===== config.mk =====
export PLATFORM = sky130hd
export DESIGN_NAME = tccr_top
export DESIGN_NICKNAME = d
export VERILOG_FILES = /design/src/tccr_pkg.sv /design/src/tccr_prescaler.sv /design/src/tccr_channel.sv /design/src/tccr_top.sv
export VERILOG_INCLUDE_DIRS = /design/src
export SDC_FILE = /design/constraint.sdc
export NUM_CORES = 1
export LEC_CHECK = 0
export BUFFER_PORTS_ARGS = -buffer_cell sky130_fd_sc_hd__buf_2
export CORE_MARGIN = 1.5
export CORE_UTILIZATION = 54
export CTS_BUF_LIST = sky130_fd_sc_hd__clkbuf_2
export DETAILED_ROUTE_END_ITERATION = 8
export GPL_ROUTABILITY_DRIVEN = 0
export PLACE_DENSITY_LB_ADDON = 0.15
export SYNTH_ARGS = -nofsm -noshare
export SYNTH_HDL_FRONTEND = slang
export SYNTH_SLANG_ARGS = --single-unit

===== constraint.sdc =====
create_clock -name clk_i -period 2.2 [get_ports clk_i]
set_input_delay 0 -clock clk_i [delete_from_list [all_inputs] [get_ports clk_i]]
set_output_delay 0 -clock clk_i [all_outputs]
set_load 0.01 [all_outputs]

===== src/tccr_params.svh =====
// constants of the timer counter, prescaler and compare value registers
`ifndef TCCR_PARAMS_SVH
`define TCCR_PARAMS_SVH

// register byte offsets
`define TCCR_OFS_COUNTER 8'h24
`define TCCR_OFS_PRESCALER 8'h28
`define TCCR_OFS_RELOAD 8'h2c
`define TCCR_OFS_CH0_VALUE 8'h34
`define TCCR_OFS_CH1_VALUE 8'h38
`define TCCR_OFS_CHAN_CTRL 8'h80
`define TCCR_OFS_WR_FILTER 8'hfc

// field positions
`define TCCR_BIT_EQUAL_SKIP 1
`define TCCR_BIT_COUNT_EN 8
`define TCCR_CH_CTRL_STRIDE 4
`define TCCR_BIT_CH_INPUT 0
`define TCCR_BIT_CH_ENABLE 1
`define TCCR_BIT_CH_SHADOW 2

// reset values
`define TCCR_RST_VALUE16 16'h0000
`define TCCR_RST_WORD 32'h0000_0000

// bus encodings
`define TCCR_HSIZE_WORD 3'h2

`endif


===== src/tccr_pkg.sv =====
// types shared by the timer register slice
`default_nettype none
package tccr_pkg;

  // data phase state of the bus slave
  typedef enum logic [2:0] {
    TCCR_ST_IDLE  = 3'b001,
    TCCR_ST_WRITE = 3'b010,
    TCCR_ST_READ  = 3'b100
  } tccr_bus_state_t;

endpackage
`default_nettype wire


===== src/tccr_prescaler.sv =====
// counter clock prescaler with shadowed divide value
`timescale 1ns/10ps
`default_nettype none
`include "tccr_params.svh"
module tccr_prescaler #(
  parameter int WIDTH = 16
) (
  // clock and reset
  input wire logic clk_i,
  input wire logic rst_i,
  // control
  input wire logic run_i,
  input wire logic update_i,
  input wire logic [WIDTH-1:0] divide_i,
  // counter tick
  output logic tick_o
);
  logic [WIDTH-1:0] shadow_q;
  logic [WIDTH-1:0] div_q;

  assign tick_o = run_i && (div_q == shadow_q);

  always_ff @(posedge clk_i) begin
    if (rst_i) begin
      shadow_q <= '0;
    end else if (update_i) begin
      shadow_q <= divide_i;
    end
  end

  always_ff @(posedge clk_i) begin
    if (rst_i || update_i) begin
      div_q <= '0;
    end else if (run_i) begin
      div_q <= tick_o ? '0 : div_q + 1'b1;
    end
  end
endmodule
`default_nettype wire


===== src/tccr_channel.sv =====
// one capture/compare channel value with compare shadow
`timescale 1ns/10ps
`default_nettype none
`include "tccr_params.svh"
module tccr_channel #(
  parameter int WIDTH = 16
) (
  // clock and reset
  input wire logic clk_i,
  input wire logic rst_i,
  // configuration
  input wire logic input_mode_i,
  input wire logic enable_i,
  input wire logic shadow_en_i,
  input wire logic equal_skip_i,
  // events and data
  input wire logic capture_i,
  input wire logic update_i,
  input wire logic write_i,
  input wire logic [WIDTH-1:0] wdata_i,
  input wire logic [WIDTH-1:0] count_i,
  // results
  output logic [WIDTH-1:0] value_o,
  output logic match_o
);
  logic [WIDTH-1:0] value_q;
  logic [WIDTH-1:0] shadow_q;
  logic write_ok;

  assign write_ok = write_i && !input_mode_i &&
    !(equal_skip_i && (wdata_i == value_q));

  always_ff @(posedge clk_i) begin
    if (rst_i) begin
      value_q <= '0;
    end else if (input_mode_i) begin
      if (enable_i && capture_i) begin
        value_q <= count_i;
      end
    end else if (write_ok) begin
      value_q <= wdata_i;
    end
  end

  always_ff @(posedge clk_i) begin
    if (rst_i) begin
      shadow_q <= '0;
    end else if (update_i) begin
      shadow_q <= value_q;
    end
  end

  assign value_o = value_q;
  assign match_o = !input_mode_i &&
    (count_i == (shadow_en_i ? shadow_q : value_q));
endmodule
`default_nettype wire


===== src/tccr_top.sv =====
// timer counter, prescaler, reload and channel value registers on ahb-lite
//
// Added by the designer: the AHB-Lite interface to the registers.
`timescale 1ns/10ps
`default_nettype none
`include "tccr_params.svh"
module tccr_top
  import tccr_pkg::*;
#(
  parameter int WIDTH = 16,
  parameter int CHANNELS = 2
) (
  // clock and reset
  input wire logic clk_i,
  input wire logic rst_i,

  // ahb-lite slave
  input wire logic hsel_i,
  input wire logic [31:0] haddr_i,
  input wire logic [1:0] htrans_i,
  input wire logic hwrite_i,
  input wire logic [2:0] hsize_i,
  input wire logic [31:0] hwdata_i,
  input wire logic hready_i,
  output logic [31:0] hrdata_o,
  output logic hreadyout_o,
  output logic hresp_o,

  // capture inputs from pins
  input wire logic [CHANNELS-1:0] capture_i,

  // timer status
  output logic [WIDTH-1:0] count_o,
  output logic update_event_o,
  output logic [CHANNELS-1:0] compare_match_o
);

  //////////////////////////////////////////////////////////////////////////
  // declarations

  tccr_bus_state_t state_q;
  tccr_bus_state_t state_d;
  logic [7:0] addr_q;
  logic addr_phase;
  logic word_access;
  logic wr_strobe;
  logic [31:0] rd_word;

  logic [WIDTH-1:0] count_q;
  logic [WIDTH-1:0] divide_q;
  logic [WIDTH-1:0] reload_q;
  logic equal_skip_q;
  logic count_en_q;
  logic [CHANNELS-1:0] ch_input_q;
  logic [CHANNELS-1:0] ch_enable_q;
  logic [CHANNELS-1:0] ch_shadow_q;

  logic tick;
  logic update_evt;

  logic [CHANNELS-1:0] cap_meta_q;
  logic [CHANNELS-1:0] cap_sync_q;
  logic [CHANNELS-1:0] cap_last_q;
  logic [CHANNELS-1:0] cap_edge;

  logic [CHANNELS-1:0] ch_write;
  logic [CHANNELS-1:0] ch_match;
  logic [WIDTH-1:0] ch_value [CHANNELS];

  logic [31:0] hrdata_q;
  logic hreadyout_q;

  //////////////////////////////////////////////////////////////////////////
  // bus address phase

  assign word_access = (hsize_i == `TCCR_HSIZE_WORD);
  assign addr_phase = hsel_i && htrans_i[1] && hready_i && word_access;

  always_comb begin
    state_d = TCCR_ST_IDLE;
    if (addr_phase) begin
      state_d = hwrite_i ? TCCR_ST_WRITE : TCCR_ST_READ;
    end
  end

  always_ff @(posedge clk_i) begin
    if (rst_i) begin
      state_q <= TCCR_ST_IDLE;
    end else begin
      unique case (state_q)
        TCCR_ST_IDLE: begin
          state_q <= state_d;
        end
        TCCR_ST_WRITE: begin
          state_q <= state_d;
        end
        TCCR_ST_READ: begin
          // read data stands on the bus in the next cycle
          state_q <= hreadyout_q ? state_d : TCCR_ST_IDLE;
        end
        default: begin
          state_q <= TCCR_ST_IDLE;
        end
      endcase
    end
  end

  always_ff @(posedge clk_i) begin
    if (rst_i) begin
      addr_q <= 8'h00;
    end else if (addr_phase) begin
      addr_q <= haddr_i[7:0];
    end
  end

  assign wr_strobe = (state_q == TCCR_ST_WRITE);

  //////////////////////////////////////////////////////////////////////////
  // bus answer: one wait state on reads, none on writes

  always_ff @(posedge clk_i) begin
    if (rst_i) begin
      hreadyout_q <= 1'b1;
    end else if (state_q == TCCR_ST_READ && !hreadyout_q) begin
      hreadyout_q <= 1'b1;
    end else if (addr_phase && !hwrite_i) begin
      hreadyout_q <= 1'b0;
    end else begin
      hreadyout_q <= 1'b1;
    end
  end

  always_ff @(posedge clk_i) begin
    if (rst_i) begin
      hrdata_q <= `TCCR_RST_WORD;
    end else if (state_q == TCCR_ST_READ && !hreadyout_q) begin
      hrdata_q <= rd_word;
    end
  end

  assign hrdata_o = hrdata_q;
  assign hreadyout_o = hreadyout_q;

  always_ff @(posedge clk_i) begin
    if (rst_i) begin
      hresp_o <= 1'b0;
    end else begin
      hresp_o <= 1'b0;
    end
  end

  //////////////////////////////////////////////////////////////////////////
  // read mux, reserved bits read as zero

  always_comb begin
    rd_word = `TCCR_RST_WORD;
    unique case (addr_q)
      `TCCR_OFS_COUNTER: begin
        rd_word[WIDTH-1:0] = count_q;
      end
      `TCCR_OFS_PRESCALER: begin
        rd_word[WIDTH-1:0] = divide_q;
      end
      `TCCR_OFS_RELOAD: begin
        rd_word[WIDTH-1:0] = reload_q;
      end
      `TCCR_OFS_CH0_VALUE: begin
        rd_word[WIDTH-1:0] = ch_value[0];
      end
      `TCCR_OFS_CH1_VALUE: begin
        rd_word[WIDTH-1:0] = ch_value[1];
      end
      `TCCR_OFS_WR_FILTER: begin
        rd_word[`TCCR_BIT_EQUAL_SKIP] = equal_skip_q;
      end
      `TCCR_OFS_CHAN_CTRL: begin
        rd_word[`TCCR_BIT_COUNT_EN] = count_en_q;
        for (int i = 0; i < CHANNELS; i++) begin
          rd_word[i*`TCCR_CH_CTRL_STRIDE + `TCCR_BIT_CH_INPUT] = ch_input_q[i];
          rd_word[i*`TCCR_CH_CTRL_STRIDE + `TCCR_BIT_CH_ENABLE] =
            ch_enable_q[i];
          rd_word[i*`TCCR_CH_CTRL_STRIDE + `TCCR_BIT_CH_SHADOW] =
            ch_shadow_q[i];
        end
      end
      default: begin
        rd_word = `TCCR_RST_WORD;
      end
    endcase
  end

  //////////////////////////////////////////////////////////////////////////
  // software written registers

  always_ff @(posedge clk_i) begin
    if (rst_i) begin
      divide_q <= `TCCR_RST_VALUE16;
    end else if (wr_strobe && addr_q == `TCCR_OFS_PRESCALER) begin
      divide_q <= hwdata_i[WIDTH-1:0];
    end
  end

  always_ff @(posedge clk_i) begin
    if (rst_i) begin
      reload_q <= `TCCR_RST_VALUE16;
    end else if (wr_strobe && addr_q == `TCCR_OFS_RELOAD) begin
      reload_q <= hwdata_i[WIDTH-1:0];
    end
  end

  always_ff @(posedge clk_i) begin
    if (rst_i) begin
      equal_skip_q <= 1'b0;
    end else if (wr_strobe && addr_q == `TCCR_OFS_WR_FILTER) begin
      equal_skip_q <= hwdata_i[`TCCR_BIT_EQUAL_SKIP];
    end
  end

  always_ff @(posedge clk_i) begin
    if (rst_i) begin
      count_en_q <= 1'b0;
    end else if (wr_strobe && addr_q == `TCCR_OFS_CHAN_CTRL) begin
      count_en_q <= hwdata_i[`TCCR_BIT_COUNT_EN];
    end
  end

  //////////////////////////////////////////////////////////////////////////
  // counter

  tccr_prescaler #(
    .WIDTH(WIDTH)
  ) u_prescaler (
    .clk_i(clk_i),
    .rst_i(rst_i),
    .run_i(count_en_q),
    .update_i(update_evt),
    .divide_i(divide_q),
    .tick_o(tick)
  );

  assign update_evt = tick && (count_q == reload_q);

  always_ff @(posedge clk_i) begin
    if (rst_i) begin
      count_q <= `TCCR_RST_VALUE16;
    end else if (wr_strobe && addr_q == `TCCR_OFS_COUNTER) begin
      count_q <= hwdata_i[WIDTH-1:0];
    end else if (update_evt) begin
      count_q <= '0;
    end else if (tick) begin
      count_q <= count_q + 1'b1;
    end
  end

  always_ff @(posedge clk_i) begin
    if (rst_i) begin
      count_o <= `TCCR_RST_VALUE16;
      update_event_o <= 1'b0;
      compare_match_o <= '0;
    end else begin
      count_o <= count_q;
      update_event_o <= update_evt;
      compare_match_o <= ch_match;
    end
  end

  //////////////////////////////////////////////////////////////////////////
  // capture input synchroniser and edge detect

  always_ff @(posedge clk_i) begin
    if (rst_i) begin
      cap_meta_q <= '0;
      cap_sync_q <= '0;
      cap_last_q <= '0;
    end else begin
      cap_meta_q <= capture_i;
      cap_sync_q <= cap_meta_q;
      cap_last_q <= cap_sync_q;
    end
  end

  assign cap_edge = cap_sync_q & ~cap_last_q;

  //////////////////////////////////////////////////////////////////////////
  // channels

  for (genvar g = 0; g < CHANNELS; g++) begin : g_chan
    localparam int BASE = g * `TCCR_CH_CTRL_STRIDE;
    localparam logic [7:0] OFS = (g == 0) ? `TCCR_OFS_CH0_VALUE :
      `TCCR_OFS_CH1_VALUE;

    always_ff @(posedge clk_i) begin
      if (rst_i) begin
        ch_input_q[g] <= 1'b0;
        ch_enable_q[g] <= 1'b0;
        ch_shadow_q[g] <= 1'b0;
      end else if (wr_strobe && addr_q == `TCCR_OFS_CHAN_CTRL) begin
        ch_input_q[g] <= hwdata_i[BASE + `TCCR_BIT_CH_INPUT];
        ch_enable_q[g] <= hwdata_i[BASE + `TCCR_BIT_CH_ENABLE];
        ch_shadow_q[g] <= hwdata_i[BASE + `TCCR_BIT_CH_SHADOW];
      end
    end

    assign ch_write[g] = wr_strobe && (addr_q == OFS);

    tccr_channel #(
      .WIDTH(WIDTH)
    ) u_channel (
      .clk_i(clk_i),
      .rst_i(rst_i),
      .input_mode_i(ch_input_q[g]),
      .enable_i(ch_enable_q[g]),
      .shadow_en_i(ch_shadow_q[g]),
      .equal_skip_i(equal_skip_q),
      .capture_i(cap_edge[g]),
      .update_i(update_evt),
      .write_i(ch_write[g]),
      .wdata_i(hwdata_i[WIDTH-1:0]),
      .count_i(count_q),
      .value_o(ch_value[g]),
      .match_o(ch_match[g])
    );
  end

endmodule
`default_nettype wire


# Yosys cells after proc, flatten, opt, wreduce, memory -nomap -nowiden
# Index checks and enable logic that the tools add are counted.
[totals]
output_inout_bits = 53
input_bits = 76
wordCells = 113
regBits = 205
[classes]
reduce_logical = 38
add_sub_neg = 2
eq_ne = 19
n_bitwise = 2
mux = 25
[op_table]
columns = ["cell", "count"]
rows = [
  ["$mux 16", 12],
  ["$eq 16x16->1", 6],
  ["$eq 8x6->1 const B", 5],
  ["$pmux 7 s5", 1],
  ["$add 16x1->16 const B", 2],
  ["$logic_and 1x1->1", 24],
  ["$pmux 1 s6", 3],
  ["$pmux 3 s6", 1],
  ["$eq 8x8->1 const B", 2],
  ["$pmux 1 s5", 2],
  ["$mux 3", 3],
  ["$pmux 1 s7", 1],
  ["$eq 3x2->1 const B", 2],
  ["$logic_not 1->1", 6],
  ["$pmux 3 s2", 1],
  ["$ne 2x1->1 const B", 2],
  ["$reduce_and 2->1", 2],
  ["$reduce_bool 2->1", 2],
  ["$reduce_or 2->1", 2],
  ["$eq 3x1->1 const B", 1],
  ["$eq 3x3->1 const B", 1],
  ["$reduce_bool 3->1", 1],
  ["$and 2x2->2", 1],
  ["$not 2->2", 1],
  ["other kinds (2)", 2],
]

# Longest topological paths before layout
[logic_depth]
depth_word = 6
mapped_depth = 9
ltp_nobuf = 7

# Cells and area by module
# From an unflattened synthesis, not the netlist that was laid out.
[unflattened]
hier_cells = 1110
hier_area_um2 = 9851.9
[modules_own_cells]
columns = ["module", "seq_area_each_um2", "cells_per_inst", "area_per_inst_um2", "instances"]
rows = [
  ["tccr_top", 2182.1, 590, 5192.5, 1],
  ["tccr_channel", 640.6, 180, 1567.8, 2],
  ["tccr_prescaler", 640.6, 160, 1524.0, 1],
]

# Least setup slack after synthesis
# No wires, ideal clock.
[synth_timing]
path_kind = "reg-to-reg"
start = "register count_q[9]"
end = "register count_q[6]"
arrival_time_ps = 1913
slack_ps = 155
path_stages_with_launch = 9
path_buffers = 2
setup_ps = 132
t_required_ps = 2068
period_less_slack_ps = 2045
path_cell_list = "dfxtp_1 buf_2 xnor2_1 nand4_1 nor4_4 and4b_1 buf_2 a221oi_1 a21oi_1"
[synth_between]
elab_chain_cells = 4
elab_cells_between_ends = 5
classes_between = "eq/ne (1); mux (2); reduce/logical (2)"
[synth_rtl]
columns = ["item", "line", "rtl"]
rows = [
  ["from (decl)", "tccr_top.sv:49", "logic [WIDTH-1:0] count_q;"],
  ["from (signal assigned)", "tccr_top.sv:245", "count_q <= `TCCR_RST_VALUE16;"],
  ["from (signal assigned)", "tccr_top.sv:247", "count_q <= hwdata_i[WIDTH-1:0];"],
  ["from (signal assigned)", "tccr_top.sv:251", "count_q <= count_q + 1'b1;"],
  ["$eq 16x16->1 *", "tccr_top.sv:241", "assign update_evt = tick && (count_q == reload_q);"],
  ["$logic_and 1x1->1 *", "tccr_top.sv:241", ""],
  ["$mux 16", "tccr_top.sv:248", "end else if (update_evt) begin"],
  ["$mux 16", "tccr_top.sv:246", "end else if (wr_strobe && addr_q == `TCCR_OFS_COUNTER) begin"],
]
# Every way passes the cells marked *; elsewhere a longest branch is shown, timed or not.
# A chain may end at the register's enable or synchronous reset.

# Worst setup path after layout
[layout_timing]
start = "input port htrans_i[1]"
end = "register addr_q[6]"
[layout_between]
elab_chain_cells = 3
[layout_rtl]
columns = ["item", "line", "rtl"]
rows = [
  ["from (decl)", "tccr_top.sv:20", "input wire logic [1:0] htrans_i,"],
  ["$logic_and 1x1->1 (3 in a row)", "tccr_top.sv:77", "assign addr_phase = hsel_i && htrans_i[1] && hready_i && word_access;"],
  ["to (signal assigned)", "tccr_top.sv:112", "addr_q <= haddr_i[7:0];"],
  ["to (decl)", "tccr_top.sv:43", "logic [7:0] addr_q;"],
]
# Every way passes these cells.

==> flow_summary.yaml <==
outcome:
  outcome: "finished, violations left"
  violations: "DRC"
placed_design:
  preCtsSetupSlack_ns: -0.07326
  dp_hpwl_mm: 19.65
  numPortBuffers: 70
floorplanning:
  ios: 129
  die_h_microns: 139.7
  start_util_pct: 55.61
  rows: 49
  core_area_sq_um: 18150
  die_w_microns: 139.7
  die-area_sq_um: 19520
sta:
  fin_crit_sh_pct: 97.98
  fmax_ghz: 0.4639
  slew_headroom_pct: 59.92
  finalSetupViolations: 0
  tightest_slew_ns: 0.5996
  hold_violations: 0
  maxSlewViolCount: 0
  finalClockSkew_ns: 0.06830
  rsz0062_at_grt: "false"
  period_minus_slack_ns: 2.156
  hold_slack_ns: 0.07558
  layout_setup_ws_ns: 0.04449
drt:
  routed_wl_mm: 28.97
  dr.pass1.iters: 8
  drt_iter0_markers: 666
  routedWlPerCell_microns: 19.17
  vias: 8735
  drtAntennaViolNets: 0
  viasPerCell: 5.781
  drc: 3
clocking:
  cts_tree: "yes"
  clk_pin_slew_ns: 0.10
  root_buffer: "clkbuf_2"
  clock-sinks: 205
  cts_setup_buffers: 0
  cts_made_buffers: 54
  insertion_delay_ns: 0.84
  cts_max_level: 2
  cts_buffer_depth: 3
setup_path:
  cp_top_family: "buffers and inverters"
  crit_required_ns: 2.91
  r2r_slack_ns: 0.07
  critPathBufInv: 6
  cp_slowest_cell: "dlygate4sd3_1"
  max_stage_delay_ns: 0.58
  worst_path_most_repeated_cell: "dlygate4sd3_1"
  arrival_ns: 2.86
  cp-end-kind: "flip-flop"
  crit_chain: "dlygate4sd3_1 -> buf_2 -> nand3_1 -> dlygate4sd3_1 -> buf_4 -> mux2i_1 -> dlygate4sd3_1 -> nor2_1 -> dlygate4sd3_1"
  worst-path-max-fanout: 10
  critPathKind: "input pin to flip-flop"
  crit_path_start_kind: "input pin"
power:
  total_power_uw: 6810
  p_leak_uw: 0.004712
  vdd_drop_max_v: 0.0003862
  power_density_nw_per_um2: 569.7
cells_and_area:
  drive_gt1_share_pct: 20.30
  layout.nets: 1322
  syn_to_final_growth_pct: 18.45
  final_util_pct: 65.86
  nFillCells: 1488
global_route:
  antenna_found_initial: 1
  grt_pass1_wl_mm: 46.13
  grt.total_usage_pct: 29.82
  grt_max_degree: 51
  gr-total-overflow: 0
  grt_pass1_vias: 8650
synth:
  async_flop_share_pct: 0
  synth-main-ff-cell: "dfxtp_1"
  synth_edf_count: 0
  ys_seq_area_share_pct: 40.67
  ys_ff_latch: 205
  synth.distinct_cells: 57
  avgSynthCellArea_sq_um: 9.224
  syn_area_sq_um: 10090
  syn_inst: 1094
  ys_warn_count: 0
min_path:
  hold_class: "input pin to flip-flop"
flow_run:
  cap_viol_max_count: 0
==> through the flow <==
step	instance area, sq um	TNS [ns]	cells
2_1_floorplan	10150	0	1110
3_3_place_gp	10890	0	1365
3_5_place_dp	10890	-0.7454	1365
4_1_cts	11910	0	1510
5_1_grt	11950	0	1511
6_report	11950	0	1511
==> layer usage <==
metal | wire length, microns | up-vias | global-route usage (%) | part of all wire [%]
li1 | - | 4174 | - | -
met1 | 12640 | 4135 | 39.50 | 44
met2 | 13290 | 355 | 48.36 | 46
met3 | 2193 | 71 | 5.506 | 7.6
met4 | 843 | 0 | 11.47 | 2.9
met5 | 0 | - | 0 | 0
==> tightest hold or removal path: stages <==
cell	delay, ns
dlygate4sd3_1	0.54
buf_2	0.20
nand2_1	0.08
a21oi_1	0.05
==> where the power goes <==
part / switching, uW / internal [uW] / total [uW]
combinational: 191 / 139 / 330
sequential: 4.13 / 3720 / 3720
clock: 1590 / 1180 / 2760
total: 1780 / 5030 / 6810
==> sequential cells by signal, summed over array words and instances, names as in the netlist, 2 cells and up <==
name                       flops
cap_last_q                     2
cap_meta_q                     2
u_prescaler.div_q             16
u_prescaler.shadow_q          16
count_q                       16
g_chan.u_channel.value_o      32
addr_q                         8
count_o                       16
hrdata_o                      16
ch_enable_q                    2
ch_shadow_q                    2
state_q                        3
divide_q                      16
g_chan.u_channel.shadow_q     32
compare_match_o                2
cap_sync_q                     2
ch_input_q                     2
reload_q                      16
==> cell usage after synthesis (all sizes together) (3+ instances only) <==
master,number,area share [%]
a22o,48,4.2
nand4b,5,0.43
nand4,20,1.2
nor3b,3,0.27
inv,4,0.15
nand2,34,1.3
buf,50,3.2
nand3,20,0.99
nand3b,4,0.30
o211ai,4,0.30
nor4,13,0.95
o21ai,23,1.1
dfxtp,205,41
nor2b,38,2.4
and3,10,0.62
nor4b,4,0.35
xnor2,81,7.0
and4b,3,0.30
a31oi,8,0.50
xor2,30,2.6
nor2,123,4.6
a22oi,23,1.7
nor3,50,2.5
a221oi,21,1.8
mux2,17,1.9
and2,7,0.43
a21oi,26,1.3
clkbuf,69,2.6
a211oi,12,0.89
mux2i,113,11
==> final timing paths <==
kind                                          startpoint  cells past startpoint                        to
worst max register to register    addr_q[2]$_SDFFE_PP0N_                      7   count_q[8]$_SDFFE_PP0P_
worst max-delay path                         htrans_i[1]                      9    addr_q[6]$_SDFFE_PP0N_
worst min-delay path                         hwdata_i[9]                      4   count_q[9]$_SDFFE_PP0P_
worst min register to register  cap_meta_q[1]$_SDFF_PP0_                      1  cap_sync_q[1]$_SDFF_PP0_
==> layout by cell type, fill, tap and decap left out, types with 3 or more instances in the layout <==
cell type,n
a22o_1,48
nor4_2,3
nand4b_1,5
a221oi_1,21
dfxtp_1,204
and3_1,10
nor2b_1,38
conb_1,17
buf_4,69
and2_1,6
nor2_1,123
nand3_1,20
buf_2,69
nor3_1,48
a211oi_1,12
inv_1,4
dlygate4sd3_1,52
a21oi_1,26
and4b_1,3
mux2i_1,113
o211ai_1,4
a31oi_1,7
clkinv_1,11
nand2_1,34
xnor2_1,81
buf_12,7
nand3b_1,4
clkbuf_2,78
mux2_2,17
a22oi_1,23
xor2_1,30
o21ai_0,22
nand4_1,20
nor4_1,9
==> what timing repair did <==
| action | 4_1_cts | 5_1_grt |
|---|---|---|
| pin swaps | 0 | 1 |
| hold endpoints to repair | 139 | 0 |
| endpoints found under the setup margin | 16 | 33 |
| hold buffers | 52 | 0 |
| resized for setup | 1 | 7 |
==> cell families after synthesis <==
group | share of synthesized area (%)
flip-flops | 40.67
AO/OA/AOI/OAI | 12.75
multiplexers | 13.11
XOR/XNOR | 9.634
adder cells (fa/ha/maj) | 0.2479
buffers and inverters | 5.890
other | 0.03716
AND/OR/NAND/NOR | 17.67
==> layout make-up <==
| class | count | area, sq um | area share, % |
|---|---|---|---|
| clock buffer | 78 | 390.4 | 3.266 |
| timing repair buffer | 197 | 1524 | 12.75 |
| antenna | 1 | 2.502 | 0.02094 |
| inverter | 4 | 15.01 | 0.1256 |
| clock inverter | 15 | 111.4 | 0.9316 |
| multi-input combinational | 782 | 5518 | 46.16 |
| sequential | 205 | 4105 | 34.35 |
| tap | 229 | 286.5 | 2.397 |
No activity file was read; power rests on OpenSTA's default activity.
